### src/csc_pkg.sv
// Package: timing counts, reset values and state codes of the sequencer
package csc_pkg;
   localparam int SYS_NS        = 25;
   localparam int CCLK_HALF_NS  = 50;
   localparam int CCLK_HALF     = (CCLK_HALF_NS + SYS_NS - 1) / SYS_NS;
   localparam int INIT_CLOCKS   = 16;
   localparam int INIT_PULSE_NS = 1000;
   localparam int INIT_PULSE    = (INIT_PULSE_NS + SYS_NS - 1) / SYS_NS;
   localparam int ERR_HOLD_NS   = 1000;
   localparam int ERR_HOLD      = (ERR_HOLD_NS + SYS_NS - 1) / SYS_NS;
   localparam int ROLE_WAIT     = 4;
   localparam int DONE_GRACE    = 16;
   // Pin order: bit 0 chip select, bit 1 output enable, bit 2 clock
   localparam logic [2:0] SYNC_RST = 3'h1;

   typedef enum logic [7:0] {
      ST_ROLE = 8'h01,
      ST_WAIT = 8'h02,
      ST_SEND = 8'h04,
      ST_CASC = 8'h08,
      ST_INIT = 8'h10,
      ST_IDLE = 8'h20,
      ST_ERR  = 8'h40,
      ST_DONE = 8'h80
   } csc_state_t;
endpackage

### src/csc_sequencer.sv
// Design: bitstream FIFO and cascaded serial configuration sequencer
`timescale 1ns/100ps

module csc_fifo #(
   parameter int W = 8,
   parameter int D = 16
) (
   input  wire logic         i_clk_sys,
   input  wire logic         i_resetn,
   input  wire logic         i_flush,
   input  wire logic         i_wr_valid,
   output logic              o_wr_ready,
   input  wire logic [W-1:0] i_wr_data,
   output logic              o_rd_valid,
   input  wire logic         i_rd_ready,
   output logic [W-1:0]      o_rd_data
);
   // Pointers wrap naturally, so the depth must be a power of two
   localparam int PW = $clog2(D);
   logic [W-1:0] mem_reg  [D];
   logic [W-1:0] mem_next [D];
   logic [PW-1:0] wp_reg, wp_next, rp_reg, rp_next;
   logic [PW:0]   cnt_reg, cnt_next;
   logic          push, pop;

   assign o_wr_ready = (cnt_reg != (PW+1)'(D)) & ~i_flush;
   assign o_rd_valid = (cnt_reg != '0) & ~i_flush;
   assign o_rd_data  = mem_reg[rp_reg];
   assign push       = i_wr_valid & o_wr_ready;
   assign pop        = o_rd_valid & i_rd_ready;

   always_comb begin
      wp_next  = push ? wp_reg + 1'b1 : wp_reg;
      rp_next  = pop ? rp_reg + 1'b1 : rp_reg;
      cnt_next = cnt_reg + (PW+1)'(push) - (PW+1)'(pop);
      if (i_flush) begin
         wp_next  = '0;
         rp_next  = '0;
         cnt_next = '0;
      end
   end

   for (genvar g = 0; g < D; g++) begin : g_mem
      always_comb begin
         mem_next[g] = (push && wp_reg == PW'(g)) ? i_wr_data : mem_reg[g];
      end
      always_ff @(posedge i_clk_sys or negedge i_resetn) begin
         if (!i_resetn) begin
            mem_reg[g] <= '0;
         end else begin
            mem_reg[g] <= mem_next[g];
         end
      end
   end

   always_ff @(posedge i_clk_sys or negedge i_resetn) begin
      if (!i_resetn) begin
         wp_reg  <= '0;
         rp_reg  <= '0;
         cnt_reg <= '0;
      end else begin
         wp_reg  <= wp_next;
         rp_reg  <= rp_next;
         cnt_reg <= cnt_next;
      end
   end
endmodule

module csc_sequencer #(
   parameter int W          = 8,
   parameter int DEPTH      = 16,
   parameter int AW         = 24,
   parameter int CW         = 26,
   parameter int OWN_BITS   = 1024,
   parameter int CHAIN_BITS = 1024,
   parameter bit CASCADE_EN = 1'b1
) (
   input  wire logic         i_clk_sys,
   input  wire logic         i_resetn,
   input  wire logic         i_chip_select_n,
   input  wire logic         i_oe_in,
   output logic              o_oe_out,
   output logic              o_oe_oe_n,
   input  wire logic         i_config_clock,
   output logic              o_config_clock,
   output logic              o_config_clock_oe_n,
   output logic              o_data,
   output logic              o_data_oe_n,
   output logic              o_cascade_out_n,
   output logic              o_target_status_n,
   output logic              o_target_status_oe_n,
   input  wire logic         i_init_config_instruction,
   output logic              o_init_config_out_n,
   output logic              o_init_config_oe_n,
   input  wire logic         i_auto_restart,
   input  wire logic         i_mem_valid,
   output logic              o_mem_ready,
   input  wire logic [W-1:0] i_mem_data,
   output logic              o_mem_rewind
);
   localparam int INITC = csc_pkg::INIT_CLOCKS;
   localparam int EHOLD = csc_pkg::ERR_HOLD;

   // ------------------------------------------------------------
   // Pin synchronisers
   // ------------------------------------------------------------
   logic [2:0] pin_in;
   logic [2:0] sync_reg [3];
   logic [2:0] sync_next [3];
   logic [2:0] stab_reg, stab_next;
   logic       cs_st, oe_st, cs_now;

   assign pin_in = {i_config_clock, i_oe_in, i_chip_select_n};
   assign cs_st  = stab_reg[0];
   assign oe_st  = stab_reg[1];
   // Settled select as it stands after this edge; the role needs it
   // one cycle before the stable copy catches up
   assign cs_now = stab_next[0];

   for (genvar g = 0; g < 3; g++) begin : g_sync
      always_comb begin
         sync_next[g] = {sync_reg[g][1:0], pin_in[g]};
         stab_next[g] = (sync_reg[g][1] == sync_reg[g][2]) ?
                        sync_reg[g][1] : stab_reg[g];
      end
      always_ff @(posedge i_clk_sys or negedge i_resetn) begin
         if (!i_resetn) begin
            sync_reg[g] <= {3{csc_pkg::SYNC_RST[g]}};
            stab_reg[g] <= csc_pkg::SYNC_RST[g];
         end else begin
            sync_reg[g] <= sync_next[g];
            stab_reg[g] <= stab_next[g];
         end
      end
   end

   // ------------------------------------------------------------
   // Bitstream buffer
   // ------------------------------------------------------------
   logic         f_valid, f_ready, pop, flush, restart;
   logic [W-1:0] f_data;

   csc_fifo #(.W(W), .D(DEPTH)) u_fifo (
      .i_clk_sys  (i_clk_sys),
      .i_resetn   (i_resetn),
      .i_flush    (flush),
      .i_wr_valid (i_mem_valid),
      .o_wr_ready (o_mem_ready),
      .i_wr_data  (i_mem_data),
      .o_rd_valid (f_valid),
      .i_rd_ready (f_ready),
      .o_rd_data  (f_data)
   );

   // ------------------------------------------------------------
   // Sequencer
   // ------------------------------------------------------------
   csc_pkg::csc_state_t st_reg, st_next;
   logic          master_reg, master_next;
   logic [AW-1:0] addr_reg, addr_next;
   logic [CW-1:0] tot_reg, tot_next;
   logic [7:0]    cnt_reg, cnt_next;
   logic [3:0]    div_reg, div_next;
   logic          cclk_reg, cclk_next;
   logic [W-1:0]  sh_reg, sh_next;
   logic [7:0]    shc_reg, shc_next;
   logic          casc_n_reg, casc_n_next;
   logic          run, tick, stall, mrise, srise, rise, adv, exh;
   logic          rise_d_reg, rise_d_next;

   assign exh   = addr_reg == AW'(OWN_BITS);
   assign run   = master_reg & (st_reg == csc_pkg::ST_SEND
                  | st_reg == csc_pkg::ST_CASC
                  | st_reg == csc_pkg::ST_INIT);
   assign tick  = run & (div_reg == 4'(csc_pkg::CCLK_HALF - 1));
   // Master holds the clock high-going edge back while no bit is loaded
   assign stall = (st_reg == csc_pkg::ST_SEND) & (shc_reg == '0) & ~exh;
   assign mrise = tick & ~cclk_reg & ~stall;
   assign srise = stab_next[2] & ~stab_reg[2];
   assign rise  = master_reg ? mrise : srise;
   // Shift a cycle after the rise so data holds past the sampling edge
   assign adv   = rise_d_reg & oe_st & ~cs_st & ~exh
                  & (st_reg == csc_pkg::ST_SEND);
   assign f_ready = (shc_reg == '0) | (adv & shc_reg == 8'h01);
   assign pop     = f_ready & f_valid;
   assign restart = (st_reg == csc_pkg::ST_ERR) & i_auto_restart & oe_st
                    & (cnt_reg == 8'(EHOLD - 1));
   assign flush   = (~oe_st & st_reg != csc_pkg::ST_ROLE) | restart;

   always_comb begin
      st_next     = st_reg;
      master_next = master_reg;
      addr_next   = addr_reg;
      tot_next    = tot_reg;
      cnt_next    = cnt_reg;
      div_next    = '0;
      cclk_next   = 1'b0;
      sh_next     = sh_reg;
      shc_next    = shc_reg;
      rise_d_next = rise;
      if (run) begin
         div_next  = tick ? 4'h0 : div_reg + 4'h1;
         cclk_next = (tick && !(~cclk_reg && stall)) ? ~cclk_reg : cclk_reg;
      end
      if (adv) begin
         sh_next   = sh_reg >> 1;
         shc_next  = shc_reg - 8'h01;
         addr_next = addr_reg + AW'(1);
      end
      if (pop) begin
         sh_next  = f_data;
         shc_next = 8'(W);
      end
      if (mrise && st_reg != csc_pkg::ST_INIT) begin
         tot_next = tot_reg + CW'(1);
      end
      unique case (st_reg)
         csc_pkg::ST_ROLE: begin
            cnt_next = cnt_reg + 8'h01;
            if (cnt_reg == 8'(csc_pkg::ROLE_WAIT - 1)) begin
               // Role is caught once, after reset, from the settled pin
               master_next = cs_now ? ~CASCADE_EN : 1'b1;
               cnt_next    = '0;
               st_next     = csc_pkg::ST_WAIT;
            end
         end
         csc_pkg::ST_WAIT: begin
            if (oe_st && !cs_st) begin
               st_next = csc_pkg::ST_SEND;
            end
         end
         csc_pkg::ST_SEND: begin
            if (master_reg && cs_st && !exh) begin
               st_next = csc_pkg::ST_ERR;
            end else if (exh) begin
               st_next = master_reg ? csc_pkg::ST_CASC : csc_pkg::ST_DONE;
            end
         end
         csc_pkg::ST_CASC: begin
            if (cs_st) begin
               cnt_next = '0;
               st_next  = csc_pkg::ST_INIT;
            end else if (tot_reg == CW'(CHAIN_BITS + csc_pkg::DONE_GRACE)) begin
               cnt_next = '0;
               st_next  = csc_pkg::ST_ERR;
            end
         end
         csc_pkg::ST_INIT: begin
            if (mrise) begin
               cnt_next = cnt_reg + 8'h01;
            end
            if (cnt_reg == 8'(INITC) && tick) begin
               st_next = csc_pkg::ST_IDLE;
            end
         end
         csc_pkg::ST_IDLE: begin
            st_next = csc_pkg::ST_IDLE;
         end
         csc_pkg::ST_ERR: begin
            if (cnt_reg != 8'(EHOLD - 1)) begin
               cnt_next = cnt_reg + 8'h01;
            end
         end
         csc_pkg::ST_DONE: begin
            st_next = csc_pkg::ST_DONE;
         end
         default: begin
            st_next = csc_pkg::ST_WAIT;
         end
      endcase
      if (flush) begin
         addr_next = '0;
         tot_next  = '0;
         cnt_next  = '0;
         shc_next  = '0;
         div_next  = '0;
         cclk_next = 1'b0;
         st_next   = csc_pkg::ST_WAIT;
      end
      casc_n_next = ~(CASCADE_EN & (addr_next == AW'(OWN_BITS)));
   end

   always_ff @(posedge i_clk_sys or negedge i_resetn) begin
      if (!i_resetn) begin
         st_reg     <= csc_pkg::ST_ROLE;
         master_reg <= 1'b0;
         addr_reg   <= '0;
         tot_reg    <= '0;
         cnt_reg    <= '0;
         div_reg    <= '0;
         cclk_reg   <= 1'b0;
         sh_reg     <= '0;
         shc_reg    <= '0;
         casc_n_reg <= 1'b1;
         rise_d_reg <= 1'b0;
      end else begin
         st_reg     <= st_next;
         master_reg <= master_next;
         addr_reg   <= addr_next;
         tot_reg    <= tot_next;
         cnt_reg    <= cnt_next;
         div_reg    <= div_next;
         cclk_reg   <= cclk_next;
         sh_reg     <= sh_next;
         shc_reg    <= shc_next;
         casc_n_reg <= casc_n_next;
         rise_d_reg <= rise_d_next;
      end
   end

   // ------------------------------------------------------------
   // Init-config pulse
   // ------------------------------------------------------------
   logic [7:0] ini_reg, ini_next;

   always_comb begin
      ini_next = (ini_reg != '0) ? ini_reg - 8'h01 : 8'h00;
      if (i_init_config_instruction) begin
         ini_next = 8'(csc_pkg::INIT_PULSE);
      end
   end

   always_ff @(posedge i_clk_sys or negedge i_resetn) begin
      if (!i_resetn) begin
         ini_reg <= '0;
      end else begin
         ini_reg <= ini_next;
      end
   end

   // ------------------------------------------------------------
   // Pin drivers
   // ------------------------------------------------------------
   // Output-enable is pulled low only while the role is settling
   assign o_oe_out             = 1'b0;
   assign o_oe_oe_n            = st_reg != csc_pkg::ST_ROLE;
   assign o_config_clock       = cclk_reg;
   assign o_config_clock_oe_n  = ~master_reg;
   assign o_data               = sh_reg[0];
   assign o_data_oe_n          = ~((st_reg == csc_pkg::ST_SEND) & oe_st
                                 & ~cs_st & ~exh);
   assign o_cascade_out_n      = casc_n_reg;
   assign o_target_status_n    = 1'b0;
   assign o_target_status_oe_n = st_reg != csc_pkg::ST_ERR;
   assign o_init_config_out_n  = 1'b0;
   assign o_init_config_oe_n   = ini_reg == '0;
   assign o_mem_rewind         = flush;
endmodule

### config.mk
export PLATFORM = sky130hd
export DESIGN_NAME = csc_sequencer
export DESIGN_NICKNAME = d
export VERILOG_FILES = /design/src/csc_pkg.sv /design/src/csc_sequencer.sv
export SDC_FILE = /design/constraint.sdc
export NUM_CORES = 1
export LEC_CHECK = 0
export BUFFER_PORTS_ARGS = -buffer_cell sky130_fd_sc_hd__buf_2
export CAP_MARGIN = 20
export CORE_MARGIN = 8
export CORE_UTILIZATION = 65
export DETAILED_ROUTE_END_ITERATION = 10
export PLACE_DENSITY = 0.85
export SYNTH_ARGS = -nofsm -noshare
export SYNTH_HDL_FRONTEND = slang
export SYNTH_SLANG_ARGS = --single-unit
### constraint.sdc
create_clock -name i_clk_sys -period 8.2 [get_ports i_clk_sys]
set_clock_uncertainty 0.05 [all_clocks]
set_input_delay 1.64 -clock i_clk_sys [delete_from_list [all_inputs] [get_ports i_clk_sys]]
set_output_delay 1.64 -clock i_clk_sys [all_outputs]
set_load 0.1 [all_outputs]
==> flow_summary.json, run 1 <==
{
  "drv_slew": 0,
  "postCtsSetupBuffers": 0,
  "hold_path_class": "reg -> reg",
  "largest_reg_flops": 128,
  "clock_latency_ns": 0.53,
  "synth_cells": 1031,
  "crit_chain": "or4_1, or4_1, o21a_1, inv_2, buf_2",
  "synth_adder_area_share_pct": 2.84,
  "holdPathStages": 0,
  "ant_nets": 0,
  "fillCellCount": 1241,
  "grt_pass1_wl_um": 44600,
  "cts_root_buf": "clkbuf_16",
  "ctsLongestPathBuffers": 3,
  "grt_max_degree": 121,
  "required_ns": 6.51,
  "register_area_um2": 6290,
  "ctsHtreeMaxLevel": 1,
  "rsz0062_at_grt": "false",
  "cts_hold_buffers": 0,
  "nets": 1085,
  "arrival_ns": 3.77,
  "holdWs_ns": 0.306,
  "antenna_cells": 0,
  "critPathMaxStageDelay_ns": 0.65,
  "die_width_um": 154,
  "fin_crit_ns": 5.46,
  "worstRegToRegCells": 16,
  "fin_tns_setup_ns": 0,
  "worst_pin_slew_ns": 1.04,
  "muxShareOfSynthArea_pct": 20.0,
  "hp-start": "sync_next[7]",
  "setup_viol": 0,
  "cap_violations": 0,
  "grtUsageTotal_pct": 22.9,
  "drt_iter0_markers": 484,
  "drt-pass1-iter-count": 5,
  "antenna_found_initial": 0,
  "status": "finished clean",
  "netlist_area_um2": 12300,
  "synth-simple-area-share_pct": 14.5,
  "r2r-start": "st_reg[2]",
  "viasPerCell": 6.32,
  "grt_overflow": 0,
  "gp_congestion": 0.874,
  "drive_gt1_share_pct": 26.2,
  "seq_area_frac_synth_pct": 51.0,
  "first_global_vias": 8590,
  "setup_ws_ns": 2.74,
  "p_per_area_nw_per_um2": 255,
  "worst_path_most_repeated_cell": "or4_1",
  "fmax_mhz": 183,
  "ir_drop_mv": 0.182,
  "synth-xor-area-share_pct": 4.55,
  "leakagePower_nw": 6.07,
  "slew_headroom_pct": 30.4,
  "std_cell_rows": 50,
  "num_vias": 8188,
  "synth_top_family_by_area": "multiplexers",
  "path_class": "reg -> out",
  "async_reset_ff_share_pct": 100,
  "startpoint_type": "flip-flop",
  "final_cell_mix": "244 x dfrtp_1, 127 x mux2_2, 96 x nor2_1",
  "rrSetupSlack_ns": 2.89,
  "wire_per_inst_um": 20.0,
  "hold_end": "sync_next[8]",
  "numCtsBuffers": 27,
  "hpwl_um": 16700,
  "ys_types": 71,
  "worstPathMaxFanout": 34,
  "ys.warnings.count": 0,
  "crit_path_end_kind": "output port",
  "tritoncts": "built",
  "synth_seq_cells": 251,
  "io_buffers": 25,
  "io_pins": 29,
  "ctsResizeCount": 0,
  "initial_core_util_pct": 66.1,
  "drc": 0,
  "layout_commonest_cell": "dfrtp_1",
  "slowest_stage": "or4_1",
  "hold_viol": 0,
  "avgSynthCellArea_um2": 12.0,
  "dieArea_um2": 23600,
  "clk_pin_slew_ns": 0.06,
  "dieHeight_um": 154,
  "synth_enable_flop_cells": 0,
  "core_area_um2": 18600,
  "syn_to_final_growth_pct": 9.60,
  "synth_compound_area_share_pct": 4.36,
  "multi_input_area_um2": 5710,
  "ys.flop_type": "dfrtp_1",
  "finalCritPeriodShare_pct": 66.5,
  "pre_cts_slack_ns": 2.78,
  "cts.sinks": 251,
  "drt-total-wl_um": 25900,
  "timing.rr.end": "u_fifo.cnt_reg[4]"
}
cells in the mapped netlist (all sizes together), types with 2 or more instances:
master	number	share of area [%]
nor3	24	1.0
buf	23	0.86
inv	37	1.1
nand3	28	1.2
a21oi	27	1.1
or4b	3	0.27
nor2b	3	0.15
nand4	24	1.2
and3	13	0.66
nor2	96	2.9
o21a	3	0.18
nand2b	6	0.30
mux4	40	7.3
nand2	57	2.1
or3b	5	0.36
o31ai	2	0.12
clkbuf	26	0.79
and2	8	0.41
o21ai	29	1.2
o41ai	3	0.21
a21o	2	0.12
o211ai	5	0.30
xor2	29	2.1
o21bai	3	0.18
dfrtp	245	50
nor4b	7	0.50
or4	6	0.40
o22ai	2	0.10
mux2	128	12
dfstp	6	1.3
xnor2	35	2.5
ha	24	2.4
nor4	22	1.1
maj3	3	0.24
nand4b	3	0.21
or3	16	0.85
mux2i	12	0.97
o31a	2	0.14
nor3b	4	0.28
or2	5	0.25
and4	2	0.14
worst max path at each step:
stage                   start  slack, ns                 end
5_1_grt             st_reg[2]       2.55   u_fifo.cnt_reg[4]
3_5_place_dp   i_auto_restart       2.78   u_fifo.cnt_reg[4]
6_report            st_reg[2]       2.74        o_mem_rewind
4_1_cts             st_reg[2]       2.78        o_mem_rewind
2_1_floorplan      ini_reg[4]       2.26  o_init_config_oe_n
3_3_place_gp   i_auto_restart       2.88   u_fifo.cnt_reg[4]
per-stage QoR:
stage,util [%],instance area (um2),power [mW],std cells
finish,72.5,13500,3.44,1296
global route,72.5,13500,3.60,1296
CTS,72.5,13500,3.46,1296
detailed placement,67.6,12600,2.23,1249
global placement,67.6,12600,2.19,1249
floorplan,-,12300,2.03,1033
where the power goes:
part	leakage [nW]	internal [mW]	total, mW	switching, mW
clock	0.451	0.729	1.22	0.494
combinational	2.24	0.332	0.752	0.421
sequential	3.38	1.38	1.47	0.0908
cell families after synthesis:
family,Yosys count
adder cells (fa/ha/maj),28
multiplexers,180
flip-flops,251
XOR/XNOR,64
other,1
AND/OR/NAND/NOR,334
AO/OA/AOI/OAI,87
buffers and inverters,86
area by class of cell:
cell class / count / share of cell area (%)
timing repair buffer: 31 / 1.33
multi-input combinational: 696 / 42.2
clock inverter: 12 / 0.935
tap: 234 / 2.17
clock buffer: 35 / 5.74
inverter: 37 / 1.03
sequential: 251 / 46.5
critical path, delay by kind of cell (launching register included):
| kind | cells | cell delay (ns) |
|---|---|---|
| flip-flops | 1 | 0.46 |
| buffers and inverters | 2 | 1.07 |
| AO/OA/AOI/OAI | 1 | 0.41 |
| AND/OR/NAND/NOR | 2 | 1.29 |
per-layer routing:
metal,part of all wire [%],global-route usage (%)
met4,3.4,8.77
met1,42,29.6
met3,4.7,3.64
met5,0,0
met2,50,38.5
Note: power is estimated with default switching activity, not from simulation.
==> run 2, diff against run 1 <==
--- a/config.mk
+++ b/config.mk
@@ -8,9 +8,9 @@
 export BUFFER_PORTS_ARGS = -buffer_cell sky130_fd_sc_hd__buf_2
 export CAP_MARGIN = 20
 export CORE_MARGIN = 8
-export CORE_UTILIZATION = 65
+export CORE_UTILIZATION = 57
 export DETAILED_ROUTE_END_ITERATION = 10
-export PLACE_DENSITY = 0.85
+export PLACE_DENSITY = 0.8
 export SYNTH_ARGS = -nofsm -noshare
 export SYNTH_HDL_FRONTEND = slang
 export SYNTH_SLANG_ARGS = --single-unit
==> constraint.sdc (replaced) <==
create_clock -name i_clk_sys -period 4.55 [get_ports i_clk_sys]
set_clock_uncertainty 0.05 [all_clocks]
set_input_delay 0.91 -clock i_clk_sys [delete_from_list [all_inputs] [get_ports i_clk_sys]]
set_output_delay 0.91 -clock i_clk_sys [all_outputs]
set_load 0.1 [all_outputs]
==> flow_summary.json, run 2 (synthesis gave the netlist of run 1 again) <==
{
  "drive_gt1_share_pct": 25.7,
  "wire_per_inst_um": 18.5,
  "std_cell_rows": 54,
  "final_cell_area_um2": 13600,
  "crit_cells": 6,
  "drt-pass1-iter-count": 5,
  "hp-start": "sync_next[4]",
  "initial_core_util_pct": 57.2,
  "worst_pin_slew_ns": 1.09,
  "rrSetupSlack_ns": 0.56,
  "dieArea_um2": 26600,
  "p_per_area_nw_per_um2": 445,
  "gp_congestion": 0.849,
  "ant_nets": 0,
  "critPathMaxStageDelay_ns": 0.70,
  "drv_slew": 0,
  "cts.sinks": 251,
  "fmax_mhz": 231,
  "path_class": "reg -> out",
  "ctsHtreeMaxLevel": 1,
  "antenna_cells": 0,
  "fin_tns_setup_ns": 0,
  "arrival_ns": 3.37,
  "syn_to_final_growth_pct": 10.2,
  "clock_latency_ns": 0.54,
  "crit_chain": "or4b_2, or4_1, o21a_1, inv_2, buf_6, buf_12",
  "startpoint_type": "flip-flop",
  "io_buffers": 25,
  "placedCellCount": 1299,
  "core_area_um2": 21600,
  "grt_overflow": 0,
  "rsz0062_at_grt": "false",
  "fin_crit_ns": 4.33,
  "hold_path_class": "reg -> reg",
  "hold_end": "sync_next[5]",
  "grt_max_degree": 102,
  "drt-total-wl_um": 24900,
  "timing.rr.end": "u_fifo.cnt_reg[4]",
  "leakagePower_nw": 6.07,
  "status": "finished clean",
  "io_pins": 29,
  "worstPathMaxFanout": 78,
  "worstRegToRegCells": 16,
  "drt_iter0_markers": 488,
  "ctsLongestPathBuffers": 3,
  "hold_viol": 0,
  "slew_headroom_pct": 27.2,
  "grtUsageTotal_pct": 19.4,
  "numCtsBuffers": 27,
  "final_cell_mix": "244 x dfrtp_1, 127 x mux2_2, 96 x nor2_1",
  "viasPerCell": 5.95,
  "clk_pin_slew_ns": 0.06,
  "die_width_um": 163,
  "crit_family": "simple AND/OR/NAND/NOR gates",
  "required_ns": 3.59,
  "cts_root_buf": "clkbuf_16",
  "dieHeight_um": 163,
  "first_global_vias": 8110,
  "drc": 0,
  "cap_violations": 0,
  "post_dp_cell_area_um2": 12700,
  "hpwl_um": 16600,
  "setup_ws_ns": 0.218,
  "tritoncts": "built",
  "cts_hold_buffers": 0,
  "setup_viol": 0,
  "nets": 1090,
  "layout_commonest_cell": "dfrtp_1",
  "largest_reg_flops": 128,
  "pre_cts_slack_ns": 0.625,
  "finalCritPeriodShare_pct": 95.2,
  "crit_path_end_kind": "output port",
  "r2r-start": "st_reg[1]",
  "holdPathStages": 0,
  "slowest_stage": "or4b_2",
  "antenna_found_initial": 0,
  "ir_drop_mv": 0.327,
  "worst-path-buf-inv": 3,
  "num_vias": 8027,
  "grt_pass1_wl_um": 42200,
  "stdcell_count": 1348
}
[run 2: cell types whose count changed in the layout (fill, tap and decap cells not counted), moves of 2 or more]
cell / previous run / this run
clkbuf_1: 1 / 12
clkbuf_8: 7 / 3
buf_12: 0 / 3
clkinv_2: 6 / 3
buf_6: 0 / 2
[run 2: metrics by stage]
stage	hold WS (ns)	utilization, %	total power, mW
2_1_floorplan	0.281	-	3.66
3_3_place_gp	0.289	59.1	3.96
3_5_place_dp	0.297	59.1	4.01
4_1_cts	0.309	63.0	6.09
5_1_grt	0.316	63.0	6.35
6_report	0.300	63.0	6.04
[run 2: how the worst max path moves through the flow]
stage	to	slack, ns	startpoint
floorplan	o_mem_rewind	0.31	st_reg[1]
global placement	o_mem_rewind	0.71	st_reg[1]
detailed placement	u_fifo.cnt_reg[4]	0.63	st_reg[5]
CTS	o_mem_rewind	0.04	st_reg[1]
global route	o_mem_rewind	0.09	st_reg[2]
finish	o_mem_rewind	0.22	st_reg[1]
[run 2: worst reg2reg max path, cell delays in order, from the launching register on]
cell and delay, ns:
dfrtp_1 0.45, or4b_2 0.70, or4_1 0.60, o21a_1 0.24
inv_2 0.09, nor2_1 0.05, buf_4 0.19, ha_1 0.28
inv_1 0.04, ha_1 0.19, inv_1 0.07, fa_1 0.20
inv_1 0.05, a21oi_1 0.11, nor2_1 0.07, or3_1 0.34
a21oi_1 0.19
[run 2: where the power goes]
group	internal (mW)	total, mW	switching (mW)	leakage (nW)
Sequential	2.48	2.72	0.244	3.38
Combinational	0.611	1.25	0.642	2.28
Clock	1.20	2.07	0.863	0.403
Total	4.29	6.04	1.75	6.07
[run 2: layout make-up]
type,count,area (um2)
Fill cell,1656,7970
Sequential cell,251,6290
Multi-Input combinational cell,696,5720
Clock buffer,42,762
Tap cell,280,350
Timing Repair Buffer,36,265
Inverter,37,139
Clock inverter,6,62.6
[run 2: per-layer routing]
metal,wire length [um],global-route usage (%)
met5,0,0
met4,531,5.05
met3,1230,3.07
met2,12300,32.1
met1,10800,26.3
[run 2: repair_timing]
item,CTS,global route
resized for setup,0,1
setup endpoints to repair,0,1
setup buffers,0,0
